File: src/dpram_host_pkg.sv
// constants and types for the host-side controller of one memory port
package dpram_host_pkg;
  localparam int ADDR_W = 13;
  localparam int DATA_W = 9;
  localparam int SEM_N = 8;
  localparam logic [12:0] MBOX_LEFT_ADDR = 13'h1ffe;
  localparam logic [12:0] MBOX_RIGHT_ADDR = 13'h1fff;
  localparam int CLK_NS = 40;
  // access strobe width, address/data setup and flowthrough wait
  localparam int STROBE_NS = 60;
  localparam int SETUP_NS = 20;
  localparam int FLOWTHROUGH_NS = 40;
  localparam int SEM_RECOVERY_NS = 20;
  localparam int BUSY_SETTLE_NS = 40;
  localparam logic [3:0] STROBE_CYC =
    4'((STROBE_NS + CLK_NS - 1) / CLK_NS);
  localparam logic [3:0] SETUP_CYC = 4'((SETUP_NS + CLK_NS - 1) / CLK_NS);
  localparam logic [3:0] FLOW_CYC =
    4'((FLOWTHROUGH_NS + CLK_NS - 1) / CLK_NS);
  localparam logic [3:0] SEM_REC_CYC =
    4'((SEM_RECOVERY_NS + CLK_NS - 1) / CLK_NS);
  localparam logic [3:0] BUSY_SETTLE_CYC =
    4'((BUSY_SETTLE_NS + CLK_NS - 1) / CLK_NS);
  // edges a pin change takes to reach the logic through the synchroniser
  localparam logic [3:0] SYNC_CYC = 4'h4;

  typedef enum logic [2:0] {
    OP_READ, OP_WRITE, OP_SEM_READ, OP_SEM_WRITE, OP_SEM_ACQUIRE
  } op_t;

  typedef struct packed {
    op_t op;
    logic [ADDR_W-1:0] addr;
    logic [DATA_W-1:0] wdata;
    logic after_remote;
  } req_t;

  typedef struct packed {
    logic chip_en_n;
    logic sem_sel_n;
    logic rw_n;
    logic out_en_n;
    logic [ADDR_W-1:0] addr;
    logic [DATA_W-1:0] dout;
    logic dout_en_n;
  } pins_t;

  typedef struct packed {
    logic [DATA_W-1:0] rdata;
    logic granted;
    logic busy_seen;
  } resp_t;
endpackage

File: src/dpram_port_host.sv
// host controller driving one port of the two-port memory
module dpram_port_host (
  input wire logic ref_clk_i,
  input wire logic rst_n_i,
  input wire logic req_valid_i,
  input wire dpram_host_pkg::req_t req_i,
  output logic req_ready_o,
  output logic resp_valid_o,
  output dpram_host_pkg::resp_t resp_o,
  input wire logic init_sems_i,
  input wire logic slave_mode_i,
  output logic chip_en_n_o,
  output logic sem_sel_n_o,
  output logic rw_n_o,
  output logic out_en_n_o,
  output logic [dpram_host_pkg::ADDR_W-1:0] addr_o,
  output logic [dpram_host_pkg::DATA_W-1:0] data_o,
  output logic data_oe_n_o,
  input wire logic [dpram_host_pkg::DATA_W-1:0] data_i,
  input wire logic busy_n_i,
  input wire logic mailbox_flag_n_i,
  output logic mailbox_pending_o
);
  typedef enum logic [2:0] {
    S_IDLE, S_SETUP, S_STROBE, S_HOLD, S_RECOVER, S_INIT
  } state_t;

  typedef struct packed {
    state_t state;
    dpram_host_pkg::req_t req;
    dpram_host_pkg::pins_t pins;
    logic [3:0] cnt;
    logic [2:0] init_idx;
    logic ready;
    logic resp_valid;
    dpram_host_pkg::resp_t resp;
    logic busy_hit;
    logic mbox;
    // acquire polling and start-up release in progress
    logic acq;
    logic init_run;
  } host_state_t;

  host_state_t st_q, st_d;
  logic [dpram_host_pkg::DATA_W-1:0] data_s;
  logic busy_n_s;
  logic flag_n_s;
  logic hold_wr;

  pin_sync #(.W(dpram_host_pkg::DATA_W + 2)) u_sync (
    .ref_clk_i(ref_clk_i),
    .rst_n_i(rst_n_i),
    .pin_i({data_i, busy_n_i, mailbox_flag_n_i}),
    .level_o({data_s, busy_n_s, flag_n_s})
  );

  // a slave must not start a write while the master reports busy
  assign hold_wr = slave_mode_i && !busy_n_s;

  function automatic logic is_sem(input dpram_host_pkg::op_t op);
    return op == dpram_host_pkg::OP_SEM_READ ||
      op == dpram_host_pkg::OP_SEM_WRITE ||
      op == dpram_host_pkg::OP_SEM_ACQUIRE;
  endfunction

  function automatic logic is_wr(input dpram_host_pkg::op_t op);
    return op == dpram_host_pkg::OP_WRITE ||
      op == dpram_host_pkg::OP_SEM_WRITE ||
      op == dpram_host_pkg::OP_SEM_ACQUIRE;
  endfunction

  function automatic dpram_host_pkg::pins_t idle_pins();
    dpram_host_pkg::pins_t p;
    p = '1;
    p.addr = '0;
    p.dout = '0;
    return p;
  endfunction

  // reads outlast the pin synchroniser; slave writes let busy settle
  function automatic logic [3:0] strobe_len(
      input dpram_host_pkg::op_t op,
      input logic slave);
    logic [3:0] n;
    if (!is_wr(op)) begin
      n = dpram_host_pkg::STROBE_CYC + dpram_host_pkg::SYNC_CYC;
    end else if (slave) begin
      n = dpram_host_pkg::STROBE_CYC + dpram_host_pkg::BUSY_SETTLE_CYC;
    end else begin
      n = dpram_host_pkg::STROBE_CYC;
    end
    return n;
  endfunction

  always_comb begin
    st_d = st_q;
    st_d.resp_valid = 1'b0;
    st_d.mbox = !flag_n_s;
    case (st_q.state)
      S_IDLE: begin
        st_d.pins = idle_pins();
        st_d.ready = 1'b1;
        if (init_sems_i) begin
          // release every semaphore from this side
          st_d.ready = 1'b0;
          st_d.init_idx = '0;
          st_d.req.op = dpram_host_pkg::OP_SEM_WRITE;
          st_d.req.addr = '0;
          st_d.req.wdata = 9'h001;
          st_d.req.after_remote = 1'b0;
          st_d.init_run = 1'b1;
          st_d.acq = 1'b0;
          st_d.state = S_INIT;
        end else if (req_valid_i && st_q.ready) begin
          st_d.ready = 1'b0;
          st_d.req = req_i;
          st_d.busy_hit = 1'b0;
          st_d.acq = 1'b0;
          // wait out the other port's flowthrough before sampling
          st_d.cnt = req_i.after_remote ? dpram_host_pkg::FLOW_CYC
            : 4'h0;
          st_d.state = S_SETUP;
        end
      end
      S_INIT: begin
        st_d.req.addr = {10'h000, st_q.init_idx};
        st_d.cnt = 4'h0;
        st_d.state = S_SETUP;
      end
      S_SETUP: begin
        st_d.pins.addr = st_q.req.addr;
        st_d.pins.dout = st_q.req.op == dpram_host_pkg::OP_SEM_ACQUIRE
          ? 9'h000 : st_q.req.wdata;
        if (st_q.cnt != 4'h0) begin
          st_d.cnt = st_q.cnt - 4'h1;
        end else begin
          // semaphore select replaces chip enable, never both low
          st_d.pins.chip_en_n = is_sem(st_q.req.op);
          st_d.pins.sem_sel_n = !is_sem(st_q.req.op);
          st_d.pins.rw_n = !is_wr(st_q.req.op) ||
            (hold_wr && !is_sem(st_q.req.op));
          st_d.pins.out_en_n = is_wr(st_q.req.op);
          st_d.pins.dout_en_n = !is_wr(st_q.req.op);
          st_d.cnt = strobe_len(st_q.req.op, slave_mode_i);
          st_d.state = S_STROBE;
        end
      end
      S_STROBE: begin
        if (!busy_n_s) begin
          st_d.busy_hit = 1'b1;
        end
        if (hold_wr && is_wr(st_q.req.op) && !is_sem(st_q.req.op)) begin
          // hold off the slave write until busy releases
          st_d.pins.rw_n = 1'b1;
          st_d.cnt = strobe_len(st_q.req.op, 1'b1);
        end else if (st_q.cnt > 4'h1) begin
          st_d.pins.rw_n = !is_wr(st_q.req.op);
          st_d.cnt = st_q.cnt - 4'h1;
        end else begin
          // rising chip enable or semaphore select edge captures the data
          st_d.pins.rw_n = 1'b1;
          st_d.pins.out_en_n = 1'b1;
          st_d.pins.chip_en_n = 1'b1;
          st_d.pins.sem_sel_n = 1'b1;
          st_d.resp.rdata = data_s;
          st_d.state = S_HOLD;
        end
      end
      S_HOLD: begin
        st_d.pins.dout_en_n = 1'b1;
        st_d.cnt = dpram_host_pkg::SEM_REC_CYC;
        st_d.state = S_RECOVER;
      end
      S_RECOVER: begin
        if (st_q.cnt != 4'h0) begin
          st_d.cnt = st_q.cnt - 4'h1;
        end else if (st_q.req.op == dpram_host_pkg::OP_SEM_ACQUIRE) begin
          // read back; a 1 means the other side owns it, poll again
          st_d.req.op = dpram_host_pkg::OP_SEM_READ;
          st_d.acq = 1'b1;
          st_d.state = S_SETUP;
        end else if (st_q.acq
                     && st_q.resp.rdata[0] == 1'b1) begin
          // owned elsewhere: the pending request hands it over later
          st_d.state = S_SETUP;
        end else if (st_q.init_run && st_q.init_idx != 3'h7) begin
          // step to the next latch of the start-up release
          st_d.init_idx = st_q.init_idx + 3'h1;
          st_d.state = S_INIT;
        end else begin
          st_d.init_run = 1'b0;
          st_d.resp.granted = st_q.resp.rdata[0] == 1'b0;
          st_d.resp.busy_seen = st_q.busy_hit;
          st_d.resp_valid = 1'b1;
          st_d.state = S_IDLE;
        end
      end
      default: st_d.state = S_IDLE;
    endcase
  end

  always_ff @(posedge ref_clk_i) begin
    if (!rst_n_i) begin
      st_q <= '{state: S_IDLE, pins: '{chip_en_n: 1'b1, sem_sel_n: 1'b1,
        rw_n: 1'b1, out_en_n: 1'b1, addr: '0, dout: '0,
        dout_en_n: 1'b1}, default: '0};
    end else begin
      st_q <= st_d;
    end
  end

  assign req_ready_o = st_q.ready;
  assign resp_valid_o = st_q.resp_valid;
  assign resp_o = st_q.resp;
  assign chip_en_n_o = st_q.pins.chip_en_n;
  assign sem_sel_n_o = st_q.pins.sem_sel_n;
  assign rw_n_o = st_q.pins.rw_n;
  assign out_en_n_o = st_q.pins.out_en_n;
  assign addr_o = st_q.pins.addr;
  assign data_o = st_q.pins.dout;
  assign data_oe_n_o = st_q.pins.dout_en_n;
  assign mailbox_pending_o = st_q.mbox;
endmodule

File: src/pin_sync.sv
// three-stage synchroniser; output changes when stages two and three agree
module pin_sync #(
  parameter int W = 1
) (
  input wire logic ref_clk_i,
  input wire logic rst_n_i,
  input wire logic [W-1:0] pin_i,
  output logic [W-1:0] level_o
);
  typedef struct packed {
    logic [W-1:0] s1;
    logic [W-1:0] s2;
    logic [W-1:0] s3;
    logic [W-1:0] lvl;
  } sync_state_t;
  sync_state_t st_q, st_d;

  always_comb begin
    st_d = st_q;
    st_d.s1 = pin_i;
    st_d.s2 = st_q.s1;
    st_d.s3 = st_q.s2;
    for (int i = 0; i < W; i++) begin
      if (st_q.s2[i] == st_q.s3[i]) begin
        st_d.lvl[i] = st_q.s3[i];
      end
    end
  end

  always_ff @(posedge ref_clk_i) begin
    if (!rst_n_i) begin
      st_q <= '1;
    end else begin
      st_q <= st_d;
    end
  end

  assign level_o = st_q.lvl;
endmodule
File: config.mk
export PLATFORM = sky130hd
export DESIGN_NAME = dpram_port_host
export DESIGN_NICKNAME = d
export VERILOG_FILES = /design/src/dpram_host_pkg.sv /design/src/dpram_port_host.sv /design/src/pin_sync.sv
export SDC_FILE = /design/constraint.sdc
export NUM_CORES = 1
export LEC_CHECK = 0
export ABC_CLOCK_PERIOD_IN_PS = 3400
export BUFFER_PORTS_ARGS = -buffer_cell sky130_fd_sc_hd__buf_2
export CORE_MARGIN = 2
export CORE_UTILIZATION = 60
export CTS_CLUSTER_DIAMETER = 60
export DETAILED_ROUTE_END_ITERATION = 10
export PLACE_DENSITY_LB_ADDON = 0.25
export SLEW_MARGIN = 20
export SYNTH_ARGS = -nofsm -noshare
export SYNTH_HDL_FRONTEND = slang
export SYNTH_SLANG_ARGS = --single-unit
File: constraint.sdc
create_clock -name ref_clk_i -period 3.4 [get_ports ref_clk_i]
set_clock_uncertainty 0.15 [all_clocks]
set_input_delay 0 -clock ref_clk_i [delete_from_list [all_inputs] [get_ports ref_clk_i]]
set_output_delay 0 -clock ref_clk_i [all_outputs]
set_load 0.005 [all_outputs]
==> summary.md <==
| Metric | Value |
|---|---|
| Outcome | `finished, final reports clean` |
| Final instance area | `6550 µm²` |
| # IOs | `83` |
| Fraction of layout cells with a size suffix above 1 | `0.196` |
| Syn_nets | `600` |
| Clk root buf | `clkbuf_8` |
| Clock latency on the worst-skew pair | `520 ps` |
| Clk slew on worst S/H paths | `60 ps` |
| Hold Fails Final Rpt | `0` |
| Starting Density | `0.621` |
| DRT iter0 DRCs | `265` |
| Setup crit end kind | `register` |
| CTS Buf Count | `17` |
| First-pass GRT wire length | `18.5 mm` |
| Final nets | `708` |
| HP Start | `slave_mode_i` |
| Area post-placement | `5300 µm²` |
| Residual DRC | `0` |
| ANT cells | `0` |
| Final ANT Viol Nets | `0` |
| FP Rows | `33` |
| Fin Setup TNS | `0 ps` |
| Post-synth EDFFs | `0` |
| Chip Height | `96.2 µm` |
| Final WL | `11.5 mm` |
| Setup violators final | `0` |
| P&R area growth vs syn | `28.3%` |
| Leak | `2.63 nW` |
| Slew headroom | `0.308` |
| Pin count of the biggest net entering global routing | `127` |
| CTS tree | `built` |
| CTS resizes | `0` |
| #FFs+latches synth | `123` |
| Final min period | `3090 ps` |
| Critical Path Start | `st_q[78]` |
| Class of the most critical setup path | `register to register` |
| Max VDD drop | `0.536 mV` |
| Fmax | `323 MHz` |
| Hold slack final | `98.6 ps` |
| Mapped cell area | `5100 µm²` |
| Crit start category | `register` |
| Post-route clock period utilization | `0.909` |
| Vias/cell | `5.44` |
| Die Wd | `96.2 µm` |
| Post-CTS setup buffer count | `0` |
| CORE AREA | `8220 µm²` |
| HP Class | `primary input to register` |
| Placer Congestion | `0.881` |
| # port buffers | `82` |
| Synth warn | `0` |
| Longest Clk Path Bufs | `2` |
| # H-tree levels | `4` |
| Synth Flop Type | `dfxtp_1` |
| Total GRT Usage | `0.260` |
| Worst flop-to-flop path startpoint | `st_q[78]` |
| Util after Layout | `0.797` |
| Asr flop ratio synth | `0` |
| Register area share after synthesis | `0.483` |
| Vias | `4244` |
| Required @ worst endpoint | `3660 ps` |
| Critical Path End | `st_q[75]` |
| HPWL Detailed | `6.73 mm` |
| P per Cell Area | `781 nW/µm²` |
| Gr ovfl total | `0` |
| Number of global-route vias before repair | `4066` |
| Die area | `9260 µm²` |
| Sink Count | `123` |
| Least-Margin Pin Slew | `1040 ps` |
| Wire per inst | `14.7 µm` |
| TritonRoute pass-1 iters | `5` |
| Max_cap viols | `0` |
| Synthesized area per cell | `9.21 µm²` |
| R2r worst-path depth | `6` |
| Data arrival, critical path | `3350 ps` |
| Mapped Cells | `554` |
| Initial antenna violation count | `0` |
| FF-to-FF End | `st_q[75]` |
| Final Max Tran Viols | `0` |
| Worst Path Max Fanout | `19` |
| Slack of the worst reg-to-reg path | `310 ps` |
| Library cells used by synthesis | `52` |
| RSZ-0062 raised after global routing | `no` |
[cell type report]
cell class / count / area (µm²)
Sequential cell: 123 / 2460
Multi-Input combinational cell: 360 / 2230
Fill cell: 538 / 1670
Timing Repair Buffer: 154 / 1120
Clock buffer: 18 / 428
Clock inverter: 14 / 146
Tap cell: 105 / 131
Inverter: 6 / 22.5
[through the flow]
step                setup slack, ps  std cells  power, mW
floorplan                      1130        554       2.93
global placement               1000        681       3.21
detailed placement              950        681       3.25
CTS                             378        780       5.10
global route                    182        780       5.37
finish                          308        780       5.11
[kinds of logic after synthesis]
logic type / after synthesis / synth area share
simple gates: 214 / 0.232
buf+inv: 71 / 0.0797
compound gates: 125 / 0.163
flops: 123 / 0.483
xor+xnor: 1 / 0.00172
fa+ha+maj: 4 / 0.00981
mux: 16 / 0.0314
[per-layer routing]
metal  global-route usage  up-vias  routed length, µm
li1                     -     2086                  -
met2                0.449      152               5760
met1                0.300     1982               4830
met5                    0        -                  0
met3               0.0681       24                653
met4                0.115        0                228
[cell usage in the layout (no fill, tap or decap), types with 6 or more instances in the layout]
cell / n
dfxtp_1: 123
buf_2: 81
dlygate4sd3_1: 67
nand2_1: 49
nand2b_1: 37
nor2b_1: 37
nand3_1: 32
a21boi_0: 28
a21oi_1: 26
nor2_1: 25
o21ai_0: 22
a22oi_1: 20
mux2i_1: 16
clkbuf_16: 16
inv_6: 7
inv_1: 6
buf_4: 6
[worst min-delay path by stage]
| stage | end | slack [ps] | cells after the start |
|---|---|---|---|
| final | rw_n_o | 100 | 6 |
| after global routing | st_q[55] | 150 | 4 |
| after CTS | rw_n_o | 80 | 6 |
| after detailed placement | u_sync.st_d[30] | 30 | 2 |
| after global placement | u_sync.st_d[22] | 30 | 2 |
| after floorplan | u_sync.st_d[22] | -50 | 1 |
[Yosys cell counts, types with 6 or more instances]
cell type | n | area [µm²]
buf_4 | 33 | 248
clkbuf_1 | 27 | 101
nand2_1 | 49 | 184
nor2b_1 | 37 | 231
nand2b_1 | 37 | 231
inv_1 | 6 | 22.5
a21boi_0 | 28 | 210
nor2_1 | 25 | 93.8
nand3_1 | 32 | 160
a21oi_1 | 26 | 130
a22oi_1 | 20 | 150
dfxtp_1 | 123 | 2460
o21ai_0 | 22 | 110
mux2i_1 | 16 | 160
[critical path: stages (launching register included)]
cell	delay, ps
dfxtp_1	720
nor3_2	200
and2_1	240
or3_1	500
or4_1	430
dlygate4sd3_1	570
and3_1	180
[timing repair]
action	4_1_cts	5_1_grt
hold buffers	67	0
setup endpoints to repair	0	0
hold endpoints to repair	75	0
[report_power, final]
part,switching (mW),internal (mW)
sequential,0.180,1.62
combinational,0.922,0.663
clock,0.710,1.02
total,1.81,3.30
[registers in the layout, summed over array words and instances, names as in the netlist, 9 cells and up]
name            flops
resp_o             11
u_sync.st_q        11
u_sync.level_o     11
st_q               38
data_o              9
addr_o             13
u_sync.st_d        22
Power figures use the tool's default switching activity.
